[src/pkg/clpd_regs.svh]
/*
   Constants of the load detect block: offsets, fields, resets, pin patterns, timing.
   Assumes inclusion by bare name.
*/
`ifndef CLPD_REGS_SVH
`define CLPD_REGS_SVH

// clock rate in kHz and timing figures in ms
`define CLPD_CLK_KHZ 50000
`define CLPD_T_PW_IDLE_MS 15000
`define CLPD_T_WAKE_DIS_MS 2000
`define CLPD_T_LP_SET_MS 200
`define CLPD_T_LP_CLR_MS 3000
`define CLPD_T_AUTO_DIS_MS 1000

// register byte offsets
`define CLPD_REG_CTRL 8'h00
`define CLPD_REG_STATUS 8'h04
`define CLPD_REG_IRQ_STAT 8'h08
`define CLPD_REG_IRQ_MASK 8'h0C

// field positions
`define CLPD_CTRL_AUTO_EN_BIT 0
`define CLPD_STAT_MODE_LSB 0
`define CLPD_STAT_STATE_LSB 4
`define CLPD_STAT_LP_BIT 8
`define CLPD_STAT_LIMIT_LSB 12
`define CLPD_STAT_ROLE_LSB 16
`define CLPD_EV_LP_SET 0
`define CLPD_EV_LP_CLR 1
`define CLPD_EV_WAKE 2
`define CLPD_EV_AUTO 3

// reset values
`define CLPD_CTRL_AUTO_EN_RST 1'b1
`define CLPD_IRQ_MASK_RST 4'h0

// mode pin patterns {mode_pin_a, mode_pin_b, mode_pin_c, limit_select}
`define CLPD_PAT_PW 4'h3
`define CLPD_PAT_DCP_LD 4'h7
`define CLPD_PAT_DATA_PORT_LOW_LIMIT_VARIANT 4'hE
`define CLPD_PAT_CDP 4'hF

// bus responses
`define CLPD_RESP_OKAY 2'h0
`define CLPD_RESP_SLVERR 2'h2

`endif

[src/pkg/clpd_pkg.sv]
/*
   Types of the load detect block.
   Assumes nothing of its surroundings.
*/
package clpd_pkg;

   typedef enum logic [2:0] {
      ST_RUN = 3'h0,
      ST_LOWPWR = 3'h1,
      ST_WAKE_DIS = 3'h3,
      ST_AUTO_DIS = 3'h2,
      ST_AUTO_SDP = 3'h6,
      ST_OFF = 3'h4
   } clpd_state_e;

   typedef enum logic [1:0] {
      LIM_NONE = 2'h0,
      LIM_LOW = 2'h1,
      LIM_HIGH = 2'h2,
      LIM_INTERNAL = 2'h3
   } clpd_limit_e;

   typedef enum logic [2:0] {
      ROLE_NONE = 3'h0,
      ROLE_SDP = 3'h1,
      ROLE_CDP = 3'h2,
      ROLE_DCP = 3'h3,
      ROLE_DIVIDER = 3'h4
   } clpd_role_e;

   typedef struct packed {
      logic mode_pin_a;
      logic mode_pin_b;
      logic mode_pin_c;
      logic limit_select;
   } clpd_mode_s;

   typedef struct packed {
      logic below_idle;
      logic at_internal_limit;
      logic above_lo_plus;
      logic below_lo_minus;
      logic primary_detect;
      logic dcp_misclass;
      logic sdp_connected;
   } clpd_sense_s;

   typedef struct packed {
      logic power_on;
      logic discharge;
      clpd_limit_e limit;
      clpd_role_e role;
   } clpd_port_s;

   typedef struct packed {
      logic [29:0] cnt;
      logic done;
   } clpd_tmr_s;

   typedef struct packed {
      clpd_mode_s mode_s1;
      clpd_mode_s mode_s2;
      clpd_sense_s sense_s1;
      clpd_sense_s sense_s2;
      clpd_state_e st;
      logic [29:0] dis_cnt;
      logic lp;
      clpd_port_s port;
      logic auto_en;
      logic [3:0] irq_stat;
      logic [3:0] irq_mask;
      logic irq;
      logic aw_got;
      logic [7:0] aw_addr;
      logic w_got;
      logic [31:0] w_data;
      logic [3:0] w_strb;
      logic bvalid;
      logic [1:0] bresp;
      logic rvalid;
      logic [31:0] rdata;
      logic [1:0] rresp;
   } clpd_state_s;

endpackage

[src/verilog/clpd_qual_timer.sv]
/*
   Qualification timer: done once cond held CYCLES clocks, while cond holds.
   Assumes cond comes from logic on aclk.
*/
`timescale 1ns/1ns

module clpd_qual_timer #(
   parameter int unsigned CYCLES = 1
) (
   // clock and reset
   input wire logic aclk,
   input wire logic aresetn,
   // condition and result
   input wire logic cond,
   output logic done
);

   localparam logic [29:0] LAST = 30'(CYCLES - 1);

   clpd_pkg::clpd_tmr_s q;
   clpd_pkg::clpd_tmr_s d;

   always_comb
   begin
      d = q;
      if (!cond)
      begin
         d.cnt = 30'h0;
         d.done = 1'b0;
      end
      else if (!q.done)
      begin
         if (q.cnt == LAST)
         begin
            d.done = 1'b1;
         end
         else
         begin
            d.cnt = q.cnt + 30'h1;
         end
      end
   end

   always_ff @(posedge aclk)
   begin
      if (!aresetn)
      begin
         q <= '0;
      end
      else
      begin
         q <= d;
      end
   end

   assign done = q.done;

endmodule

[src/verilog/clpd_load_detect.sv]
/*
   Load detect and port mode logic: power wake, port power status, CDP/SDP auto switch.
   Assumes asynchronous comparator levels and mode pins from a system controller.
*/
`timescale 1ns/1ns

`include "clpd_regs.svh"

////////////////////////////////////////////////////////////////////////////////
// Behaviour
// - in power wake, load below 45mA over 15s selects 55mA limit, releases status.
// - in low power state, load hitting internal limit drives status low.
// - after wake, discharge output over 2s, then re-enable with high limit.
// - power wake only on pattern 0011; status held low while charging.
// - CDP/DCP: assert status after load above low limit plus 25mA for 200ms.
// - CDP/DCP: release status after load below low limit minus 25mA for 3s.
// - status threshold is no limit; charging CDP/DCP keeps the high limit.
// - pattern 1110 to 1111 enters CDP without discharging the output.
// - non-charging role works as SDP with the low limit.
// - CDP: phone took port as DCP without data; discharge and reconfigure as SDP.
// - after phone connects as SDP, return to CDP without discharge.
// - power wake limit follows load state between internal and high limit.
// - CDP asserts status on thresholds or on a primary detection.
module clpd_load_detect #(
   parameter int unsigned PW_IDLE_CYC = `CLPD_T_PW_IDLE_MS * `CLPD_CLK_KHZ,
   parameter int unsigned WAKE_DIS_CYC = `CLPD_T_WAKE_DIS_MS * `CLPD_CLK_KHZ,
   parameter int unsigned LP_SET_CYC = `CLPD_T_LP_SET_MS * `CLPD_CLK_KHZ,
   parameter int unsigned LP_CLR_CYC = `CLPD_T_LP_CLR_MS * `CLPD_CLK_KHZ,
   parameter int unsigned AUTO_DIS_CYC = `CLPD_T_AUTO_DIS_MS * `CLPD_CLK_KHZ
) (
   // clock and reset
   input wire logic aclk,
   input wire logic aresetn,
   // mode pins and analog sense levels
   input wire clpd_pkg::clpd_mode_s mode_pins,
   input wire clpd_pkg::clpd_sense_s sense,
   // port outputs
   output logic load_present_n,
   output clpd_pkg::clpd_port_s port_ctl,
   output logic irq,
   // write address
   input wire logic s_axi_awvalid,
   output logic s_axi_awready,
   input wire logic [7:0] s_axi_awaddr,
   // write data
   input wire logic s_axi_wvalid,
   output logic s_axi_wready,
   input wire logic [31:0] s_axi_wdata,
   input wire logic [3:0] s_axi_wstrb,
   // write response
   output logic s_axi_bvalid,
   input wire logic s_axi_bready,
   output logic [1:0] s_axi_bresp,
   // read address
   input wire logic s_axi_arvalid,
   output logic s_axi_arready,
   input wire logic [7:0] s_axi_araddr,
   // read data
   output logic s_axi_rvalid,
   input wire logic s_axi_rready,
   output logic [31:0] s_axi_rdata,
   output logic [1:0] s_axi_rresp
);

   localparam logic [29:0] WAKE_LOAD = 30'(WAKE_DIS_CYC);
   localparam logic [29:0] AUTO_LOAD = 30'(AUTO_DIS_CYC);
   localparam int unsigned TMR_CYC [3] = '{PW_IDLE_CYC, LP_SET_CYC, LP_CLR_CYC};

   clpd_pkg::clpd_state_s q;
   clpd_pkg::clpd_state_s d;

   logic [3:0] pat;
   logic pw_mode;
   logic ld_mode;
   logic cdp_mode;
   logic off_mode;
   logic [2:0] tmr_cond;
   logic [2:0] tmr_done;
   logic [3:0] ev;
   logic [3:0] clr;
   logic [31:0] rd;

   /////////////////////////////////////////////////////////////////////////////
   // mode decode from synchronised pins

   assign pat = q.mode_s2;
   assign pw_mode = (pat == `CLPD_PAT_PW);
   assign cdp_mode = (pat == `CLPD_PAT_CDP);
   assign ld_mode = cdp_mode || (pat == `CLPD_PAT_DCP_LD);
   assign off_mode = (pat[3:1] == 3'h0);

   /////////////////////////////////////////////////////////////////////////////
   // qualification timers: power wake idle, status set, status release

   assign tmr_cond[0] = pw_mode && (q.st == clpd_pkg::ST_RUN) && q.sense_s2.below_idle;
   assign tmr_cond[1] = ld_mode && q.sense_s2.above_lo_plus;
   assign tmr_cond[2] = ld_mode && q.sense_s2.below_lo_minus;

   generate
      for (genvar gi = 0; gi < 3; gi++)
      begin : g_tmr
         clpd_qual_timer #(
            .CYCLES(TMR_CYC[gi])
         ) u_tmr (
            .aclk(aclk),
            .aresetn(aresetn),
            .cond(tmr_cond[gi]),
            .done(tmr_done[gi])
         );
      end
   endgenerate

   /////////////////////////////////////////////////////////////////////////////
   // next state

   always_comb
   begin
      d = q;
      ev = 4'h0;
      clr = 4'h0;
      rd = 32'h0;

      d.mode_s1 = mode_pins;
      d.mode_s2 = q.mode_s1;
      d.sense_s1 = sense;
      d.sense_s2 = q.sense_s1;

      // port state machine
      case (q.st)
         clpd_pkg::ST_OFF:
         begin
            d.st = clpd_pkg::ST_RUN;
         end
         clpd_pkg::ST_RUN:
         begin
            if (pw_mode && tmr_done[0])
            begin
               d.st = clpd_pkg::ST_LOWPWR;
            end
            else if (cdp_mode && q.auto_en && q.sense_s2.dcp_misclass)
            begin
               d.st = clpd_pkg::ST_AUTO_DIS;
               d.dis_cnt = AUTO_LOAD;
               ev[`CLPD_EV_AUTO] = 1'b1;
            end
         end
         clpd_pkg::ST_LOWPWR:
         begin
            if (!pw_mode)
            begin
               d.st = clpd_pkg::ST_RUN;
            end
            else if (q.sense_s2.at_internal_limit)
            begin
               d.st = clpd_pkg::ST_WAKE_DIS;
               d.dis_cnt = WAKE_LOAD;
               ev[`CLPD_EV_WAKE] = 1'b1;
            end
         end
         clpd_pkg::ST_WAKE_DIS:
         begin
            // holds load+1 cycles, so strictly longer than the figure
            if (!pw_mode || (q.dis_cnt == 30'h0))
            begin
               d.st = clpd_pkg::ST_RUN;
            end
            else
            begin
               d.dis_cnt = q.dis_cnt - 30'h1;
            end
         end
         clpd_pkg::ST_AUTO_DIS:
         begin
            if (!cdp_mode)
            begin
               d.st = clpd_pkg::ST_RUN;
            end
            else if (q.dis_cnt == 30'h0)
            begin
               d.st = clpd_pkg::ST_AUTO_SDP;
            end
            else
            begin
               d.dis_cnt = q.dis_cnt - 30'h1;
            end
         end
         clpd_pkg::ST_AUTO_SDP:
         begin
            if (!cdp_mode || q.sense_s2.sdp_connected)
            begin
               d.st = clpd_pkg::ST_RUN;
            end
         end
         default:
         begin
            d.st = clpd_pkg::ST_OFF;
         end
      endcase
      if (off_mode)
      begin
         d.st = clpd_pkg::ST_OFF;
      end

      // load present
      if (pw_mode)
      begin
         d.lp = (d.st != clpd_pkg::ST_LOWPWR);
      end
      else if (ld_mode)
      begin
         if (tmr_done[1] || (cdp_mode && q.sense_s2.primary_detect))
         begin
            d.lp = 1'b1;
         end
         else if (tmr_done[2])
         begin
            d.lp = 1'b0;
         end
      end
      else
      begin
         d.lp = 1'b0;
      end
      ev[`CLPD_EV_LP_SET] = d.lp && !q.lp;
      ev[`CLPD_EV_LP_CLR] = !d.lp && q.lp;

      // port control; discharge only in off and the two discharge states
      d.port.discharge = (d.st == clpd_pkg::ST_OFF) || (d.st == clpd_pkg::ST_WAKE_DIS)
                         || (d.st == clpd_pkg::ST_AUTO_DIS);
      d.port.power_on = !d.port.discharge;
      d.port.role = clpd_pkg::ROLE_NONE;
      d.port.limit = clpd_pkg::LIM_NONE;
      if (!d.port.discharge)
      begin
         case (pat[3:1])
            3'h1:
            begin
               d.port.role = clpd_pkg::ROLE_DCP;
               d.port.limit = clpd_pkg::LIM_HIGH;
               if (pw_mode && (d.st == clpd_pkg::ST_LOWPWR))
               begin
                  d.port.limit = clpd_pkg::LIM_INTERNAL;
               end
            end
            3'h3:
            begin
               d.port.role = clpd_pkg::ROLE_DCP;
               d.port.limit = clpd_pkg::LIM_HIGH;
            end
            3'h4:
            begin
               d.port.role = clpd_pkg::ROLE_DCP;
               d.port.limit = pat[0] ? clpd_pkg::LIM_HIGH : clpd_pkg::LIM_LOW;
            end
            3'h5:
            begin
               d.port.role = clpd_pkg::ROLE_DIVIDER;
               d.port.limit = pat[0] ? clpd_pkg::LIM_HIGH : clpd_pkg::LIM_LOW;
            end
            3'h7:
            begin
               if (cdp_mode && (d.st != clpd_pkg::ST_AUTO_SDP))
               begin
                  d.port.role = clpd_pkg::ROLE_CDP;
                  d.port.limit = clpd_pkg::LIM_HIGH;
               end
               else
               begin
                  d.port.role = clpd_pkg::ROLE_SDP;
                  d.port.limit = cdp_mode ? clpd_pkg::LIM_HIGH : clpd_pkg::LIM_LOW;
               end
            end
            default:
            begin
               d.port.role = clpd_pkg::ROLE_SDP;
               d.port.limit = pat[0] ? clpd_pkg::LIM_HIGH : clpd_pkg::LIM_LOW;
            end
         endcase
      end

      /////////////////////////////////////////////////////////////////////////
      // register bus: write address and data in any order, then response

      if (s_axi_awvalid && s_axi_awready)
      begin
         d.aw_got = 1'b1;
         d.aw_addr = s_axi_awaddr;
      end
      if (s_axi_wvalid && s_axi_wready)
      begin
         d.w_got = 1'b1;
         d.w_data = s_axi_wdata;
         d.w_strb = s_axi_wstrb;
      end
      if (q.bvalid && s_axi_bready)
      begin
         d.bvalid = 1'b0;
      end
      if (q.aw_got && q.w_got && !q.bvalid)
      begin
         d.aw_got = 1'b0;
         d.w_got = 1'b0;
         d.bvalid = 1'b1;
         d.bresp = `CLPD_RESP_OKAY;
         case (q.aw_addr)
            `CLPD_REG_CTRL:
            begin
               if (q.w_strb[0])
               begin
                  d.auto_en = q.w_data[`CLPD_CTRL_AUTO_EN_BIT];
               end
            end
            `CLPD_REG_STATUS:
            begin
            end
            `CLPD_REG_IRQ_STAT:
            begin
               if (q.w_strb[0])
               begin
                  clr = q.w_data[3:0];
               end
            end
            `CLPD_REG_IRQ_MASK:
            begin
               if (q.w_strb[0])
               begin
                  d.irq_mask = q.w_data[3:0];
               end
            end
            default:
            begin
               d.bresp = `CLPD_RESP_SLVERR;
            end
         endcase
      end

      // a new event wins over a clear in the same cycle
      d.irq_stat = (q.irq_stat & ~clr) | ev;
      d.irq = |(d.irq_stat & d.irq_mask);

      // read
      if (q.rvalid && s_axi_rready)
      begin
         d.rvalid = 1'b0;
      end
      if (s_axi_arvalid && s_axi_arready)
      begin
         d.rvalid = 1'b1;
         d.rresp = `CLPD_RESP_OKAY;
         case (s_axi_araddr)
            `CLPD_REG_CTRL:
            begin
               rd[`CLPD_CTRL_AUTO_EN_BIT] = q.auto_en;
            end
            `CLPD_REG_STATUS:
            begin
               rd[`CLPD_STAT_MODE_LSB +: 4] = pat;
               rd[`CLPD_STAT_STATE_LSB +: 3] = q.st;
               rd[`CLPD_STAT_LP_BIT] = q.lp;
               rd[`CLPD_STAT_LIMIT_LSB +: 2] = q.port.limit;
               rd[`CLPD_STAT_ROLE_LSB +: 3] = q.port.role;
            end
            `CLPD_REG_IRQ_STAT:
            begin
               rd[3:0] = q.irq_stat;
            end
            `CLPD_REG_IRQ_MASK:
            begin
               rd[3:0] = q.irq_mask;
            end
            default:
            begin
               d.rresp = `CLPD_RESP_SLVERR;
            end
         endcase
         d.rdata = rd;
      end
   end

   /////////////////////////////////////////////////////////////////////////////
   // state register

   always_ff @(posedge aclk)
   begin
      if (!aresetn)
      begin
         q <= '0;
         q.st <= clpd_pkg::ST_OFF;
         q.auto_en <= `CLPD_CTRL_AUTO_EN_RST;
         q.irq_mask <= `CLPD_IRQ_MASK_RST;
      end
      else
      begin
         q <= d;
      end
   end

   /////////////////////////////////////////////////////////////////////////////
   // outputs

   assign load_present_n = !q.lp;
   assign port_ctl = q.port;
   assign irq = q.irq;
   assign s_axi_awready = !q.aw_got && !q.bvalid;
   assign s_axi_wready = !q.w_got && !q.bvalid;
   assign s_axi_bvalid = q.bvalid;
   assign s_axi_bresp = q.bresp;
   assign s_axi_arready = !q.rvalid;
   assign s_axi_rvalid = q.rvalid;
   assign s_axi_rdata = q.rdata;
   assign s_axi_rresp = q.rresp;

endmodule

[config.mk]
export PLATFORM = sky130hd
export DESIGN_NAME = clpd_load_detect
export DESIGN_NICKNAME = d
export VERILOG_FILES = /design/src/pkg/clpd_pkg.sv /design/src/verilog/clpd_qual_timer.sv /design/src/verilog/clpd_load_detect.sv
export VERILOG_INCLUDE_DIRS = /design/src /design/src/pkg
export SDC_FILE = /design/constraint.sdc
export NUM_CORES = 1
export LEC_CHECK = 0
export ABC_AREA = 1
export BUFFER_PORTS_ARGS = -buffer_cell sky130_fd_sc_hd__buf_2
export CAP_MARGIN = 25
export CORE_ASPECT_RATIO = 0.7
export CORE_UTILIZATION = 45
export DETAILED_ROUTE_END_ITERATION = 8
export GPL_TIMING_DRIVEN = 0
export PLACE_DENSITY_LB_ADDON = 0.25
export SYNTH_ARGS = -nofsm -noshare
export SYNTH_HDL_FRONTEND = slang
export SYNTH_SLANG_ARGS = --single-unit
[constraint.sdc]
create_clock -name aclk -period 1.9 [get_ports aclk]
set_input_delay 0 -clock aclk [delete_from_list [all_inputs] [get_ports aclk]]
set_output_delay 0 -clock aclk [all_outputs]
set_load 0.02 [all_outputs]
; Yosys cells after proc, flatten, opt, wreduce, memory -nomap -nowiden
; Index checks and enable logic that the tools add are counted.
[totals]
in_bits = 70
register_bits = 200
word_cells = 211
output_inout_bits = 50
[op_classes]
n_reduce_logical = 57
n_bitwise = 11
addsub = 4
n_eq_ne = 35
n_mux = 55
[op_table]
columns = operator, count
row1 = 30-bit 2-to-1 mux, 5
row2 = 30-bit case mux with 4 select lines, 1
row3 = 30-bit by 1-bit adder with 30-bit output (second input constant), 3
row4 = 33-bit 2-to-1 mux, 2
row5 = 35-bit 2-to-1 mux, 1
row6 = 8-bit by 4-bit == test with 1-bit output (second input constant), 4
row7 = 30-bit by 24-bit == test with 1-bit output (second input constant), 1
row8 = 30-bit by 28-bit == test with 1-bit output (second input constant), 1
row9 = 30-bit == test (second input constant), 1
row10 = 30-bit zero test, 1
row11 = 3-bit 2-to-1 mux, 10
row12 = 30-bit by 1-bit subtractor with 30-bit output (second input constant), 1
row13 = 5-bit case mux with 5 select lines, 1
row14 = 4-bit 2-to-1 mux, 6
row15 = 1-bit logical AND, 21
row16 = 1-bit 2-to-1 mux, 20
row17 = 3-bit == test (second input constant), 6
row18 = 3-bit case mux with 6 select lines, 1
row19 = 8-bit by 3-bit == test with 1-bit output (second input constant), 2
row20 = 8-bit zero test, 2
row21 = 3-bit by 2-bit == test with 1-bit output (second input constant), 5
row22 = 2-bit != test (second input constant), 6
row23 = 2-bit AND reduction, 6
row24 = 4-bit OR reduction, 3
row25 = 23 further kinds, 52

; Depth between registers and ports, before layout
[logic_depth]
word_depth = 14
mapped_depth = 15
mapped_depth_nobuf = 14

; Hierarchy
; From an unflattened synthesis, not the netlist that was laid out.
[hier_totals]
hier_cells = 1723
area_unflattened_um2 = 10989.3
[by_module_without_submodules]
columns = module, n_inst, area_each_um2, cells_each
row1 = clpd_load_detect, 1, 5103.6, 742
row2 = clpd_qual_timer (g_tmr[2].u_tmr), 1, 1984.4, 334
row3 = clpd_qual_timer (g_tmr[0].u_tmr), 1, 1983.2, 330
row4 = clpd_qual_timer (g_tmr[1].u_tmr), 1, 1918.1, 317

; Worst setup path after synthesis
; Ideal clock, no wire load.
[synth_timing]
kind = register -> register
startpoint = register g_tmr[0].u_tmr.q[1] (netlist bit)
endpoint = register g_tmr[0].u_tmr.q[29] (netlist bit)
required_ns = 1.790
stages_incl_launch_ff = 13
n_path_buf = 0
setup_time_ns = 0.110
arrival_ns = 1.636
slack_ns = 0.154
cell_sequence = dfxtp_1 ha_1 inv_1 nor2_2 nand3_1 nor2_1 nand4_1 nor2_2 nand4_2 nor2_1 nand3_1 nand2_1 nor2_1
[synth_via]
elab_chain_cells = 3
[synth_lines]
columns = item, line
row1 = from (decl), clpd_qual_timer.sv:20  ; clpd_pkg::clpd_tmr_s q;
row2 = from (signal assigned), clpd_qual_timer.sv:48  ; q <= '0;
row3 = from (signal assigned), clpd_qual_timer.sv:52  ; q <= d;
row4 = branches (longest 3 deep; another with 30-bit by 1-bit adder with 30-bit output), n/a
; Parallel ways; which one is timed is not known.
; A chain may end at the register's enable or synchronous reset.

; Worst setup path after layout
[layout_timing]
startpoint = register q[116] (netlist bit)
endpoint = register q[124] (netlist bit)
[layout_via]
elab_chain_cells = 4
[layout_lines]
columns = item, line
row1 = from (decl), clpd_load_detect.sv:69  ; clpd_pkg::clpd_state_s q;
row2 = 30-bit by 1-bit subtractor with 30-bit output or 30-bit zero test (tied branches), n/a
row3 = 30-bit 2-to-1 mux or 1-bit logical OR (tied branches), "clpd_load_detect.sv:178, clpd_load_detect.sv:163"
row4 = 30-bit 2-to-1 mux or 2-bit != test (tied branches), n/a
row5 = 30-bit case mux with 4 select lines or 8-bit AND reduction (tied branches), n/a
; Several ways; a longest one is shown, not always the timed one. The select of a mux whose other input is x is not followed.

==> impl_metrics.toml <==
[placed_design]
place.gp.congestion = 0.911
dp.cells = 1909
io_buffers = 67
dpl.hpwl_um = 20100
dp_slack_ps = -346

[finish]
stdcell_count = 2051
fill_cells = 1959
finalNetCount = 1810
diodes = 0
syn_to_final_growth_pct = 32.2
drive_gt1_share_pct = 26.0

[worst_setup_path]
cp_slowest_stage_delay_ps = 360
r2r-start = "q[116]$_SDFFE_PN0P_"
rr_endpoint = "q[124]$_SDFFE_PN0P_"
required_ps = 2220
cp_num_cells = 13
path_class = "register to register"
critical_path_buf_inv_count = 3
reg2reg_depth = 13
cpMostUsedCell = "nor2_4"
critPathMaxFanout = 6
cp_slowest_cell = "dfxtp_4"
critical_path.top_delay_family = "simple AND/OR/NAND/NOR gates"
cp_cell_sequence = "nor2_4, nand3_4, nor2_4, nand2_2, nor2_4, a21boi_2, nand2_2, clkinv_4, nand2_8, clkinv_8, clkbuf_16, o21ai_2, a21oi_1"
crit_arrival_ps = 2350
cp-end-kind = "register"
reg2reg_slack_ps = -130
cp-start-kind = "register"

[routing]
viasPerCell = 5.24
drt.antenna.violating_nets = 0
first_iter_violations = 847
wl_um = 30500
drtPass1Iterations = 5
vias = 10700
wl_per_cell_um = 14.9
route.detailed.drc = 0

[power]
ir_drop_mv = 0.611
power_frac_seq_pct = 51.5
internal_power_uw = 6200
switchingPower_uw = 2080
clockPowerShare_pct = 41.4
leakage_uw = 0.00553
p_comb_share_pct = 7.1
powerDensity_nw_per_um2 = 607
sw_frac_of_total_pct = 25.1

[yosys]
seq_area_frac_synth_pct = 38.4
synthFlopType = "dfxtp_1"
yosysWarnings = 0
async_flop_share_pct = 0
synth_edf_count = 0
synth-seq-cells = 198
synth_area_per_cell_um2 = 6.80
syn_inst = 1517
synth.distinct_cells = 49
synth_area_um2 = 10300

[hold_path]
min_from = "s_axi_awvalid"
worstHoldEndpoint = "q[76]$_SDFFE_PN0P_"
hold_depth = 5
hp-class = "input port to register"

[floorplan]
die_h_um = 129
die_x_um = 183
row_count = 45
io_pins = 120
initial_core_util_pct = 46.7
die_area_um2 = 23500
fp.coreArea_um2 = 22100

[sta]
fin_crit_ps = 2030
slew_violations = 0
rsz0062_at_grt = "yes"
finalSetupViolCount = 36
worst_pin_slew_ps = 833
finalHoldViolCount = 0
fin_ws_ps = -130
slew_headroom_pct = 44.4
fmax_mhz = 493
fin_hold_ws_ps = 60.7
period_share_pct = 107
skew_ps = 9.57

[clock_network]
cts_buffer_depth = 2
cts_buffers = 17
cts_sinks = 198
clk_pin_slew_ps = 70
cts_tree = "yes"
clock_latency_ps = 440
htree_levels = 4
root_buffer = "clkbuf_16"

[global_route]
grt.total_usage_pct = 24.1
gr-total-overflow = 0
antenna_found_initial = 0
grt_first_pass_wirelength_um = 45500
grt_pass1_vias = 9115
grt_max_degree = 18

[flow_run]
cap_viol_max_count = 0

[outcome]
violations = "negative setup slack"
outcome = "complete, but fails checks"
-- stage by stage --
stage	utilization (%)	instance area [um^2]	TNS, ps	power [uW]
floorplan	-	10400	0	4670
global placement	50.3	11100	-17230	4810
detailed placement	50.3	11100	-17170	4820
CTS	56.0	12400	-62.7	8280
global route	61.8	13600	-7620	8570
finish	61.8	13600	-2700	8280
-- power groups by stage --
stage	clock network (uW)	logic (uW)	registers, uW
after detailed placement	0	449	4370
after floorplan	0	312	4360
after global routing	3660	634	4270
after CTS	3490	519	4270
after global placement	0	444	4370
final	3430	587	4260
-- kinds of logic (layout without fill, tap and decap cells) --
group / Yosys count / after routing / share of synthesized area [%]
fa+ha+maj: 5 / 5 / 0.607
xor+xnor: 44 / 44 / 3.74
compound gates: 249 / 249 / 12.9
buf+inv: 271 / 479 / 11.8
simple gates: 749 / 750 / 32.5
flops: 198 / 198 / 38.4
other cells: 1 / 21 / 0.0364
-- layout by cell type (no fill, tap or decap), types with 35 or more instances in the layout --
| cell | n |
|---|---|
| buf_2 | 71 |
| nor2_1 | 149 |
| buf_4 | 107 |
| dlygate4sd3_1 | 39 |
| inv_1 | 168 |
| o21ai_0 | 59 |
| xor2_1 | 35 |
| dfxtp_1 | 151 |
| nor3_1 | 43 |
| nand3_1 | 54 |
| nand2_1 | 325 |
| a21oi_1 | 117 |
| dfxtp_2 | 39 |
| nand4_1 | 43 |
-- what timing repair did --
item / 4_1_cts / 5_1_grt
hold endpoints to repair: 32 / 0
setup buffers: 15 / 53
cloned: 0 / 7
resized for setup: 65 / 220
pin swaps: 17 / 59
hold buffers: 39 / 0
setup endpoints to repair: 116 / 121
-- sequential cells by signal, indices dropped and copies added (netlist names) --
name and cells:
d 11, port_ctl 7, s_axi_bresp 1, q 65
s_axi_bvalid 1, g_tmr.u_tmr.q 90, pat 4, g_tmr.u_tmr.done 3
irq 1, s_axi_rdata 13, s_axi_rresp 1, s_axi_rvalid 1
-- tightest hold or removal path: stages --
cell and delay (ps):
buf_2 90, nand2_1 110, inv_1 140, nor2_1 50, nor2_1 80
-- cell usage after synthesis, drive strengths merged, types with 3 or more instances --
library cell / n / share of area, %
or2: 9 / 0.55
xnor2: 9 / 0.76
a211oi: 4 / 0.34
dfxtp: 198 / 38
nand2: 348 / 13
buf: 56 / 4.0
nor2: 190 / 7.6
o21a: 8 / 0.58
ha: 5 / 0.61
nand3: 67 / 3.4
o21ai: 90 / 4.4
nor3b: 6 / 0.44
nor3: 59 / 3.0
a31oi: 3 / 0.18
xor2: 35 / 3.0
o211ai: 3 / 0.22
clkbuf: 27 / 0.98
a21oi: 132 / 6.4
nand4: 45 / 2.9
inv: 188 / 6.9
nor4: 20 / 1.3
-- area by class of cell --
| type | instances | area [um^2] | share of cell area, % |
|---|---|---|---|
| clock buffer | 19 | 443 | 3.25 |
| tap | 305 | 382 | 2.80 |
| clock inverter | 11 | 91.3 | 0.670 |
| sequential | 198 | 4040 | 29.6 |
| timing repair buffer | 179 | 1410 | 10.3 |
| timing repair inverter | 1 | 11.3 | 0.0826 |
| inverter | 188 | 729 | 5.35 |
| buffer | 81 | 581 | 4.26 |
| multi-input combinational | 1069 | 5950 | 43.7 |
-- routing by layer --
metal  GRT usage, %  part of all wire [%]  up-vias
met5              0                     0        -
met4           6.03                   1.3        0
met2           34.5                    43      403
li1               -                     -     5307
met1           36.8                    48     4999
met3           4.13                   7.4       36
-- worst max path at each step --
| stage | startpoint | slack, ps | to |
|---|---|---|---|
| after global routing | q[118]$_SDFFE_PN0P_ | -200 | q[128]$_SDFFE_PN0P_ |
| after floorplan | g_tmr[0].u_tmr.q[1]$_SDFFE_PN0P_ | 150 | g_tmr[0].u_tmr.q[29]$_SDFFE_PN0P_ |
| after detailed placement | g_tmr[2].u_tmr.q[1]$_SDFFE_PN0P_ | -350 | g_tmr[2].u_tmr.q[24]$_SDFFE_PN0P_ |
| after global placement | g_tmr[2].u_tmr.q[1]$_SDFFE_PN0P_ | -310 | g_tmr[2].u_tmr.q[16]$_SDFFE_PN0P_ |
| after CTS | g_tmr[0].u_tmr.q[1]$_SDFFE_PN0P_ | -20 | g_tmr[0].u_tmr.q[29]$_SDFFE_PN0P_ |
| final | q[116]$_SDFFE_PN0P_ | -130 | q[124]$_SDFFE_PN0P_ |
Power figures use the tool's default switching activity.
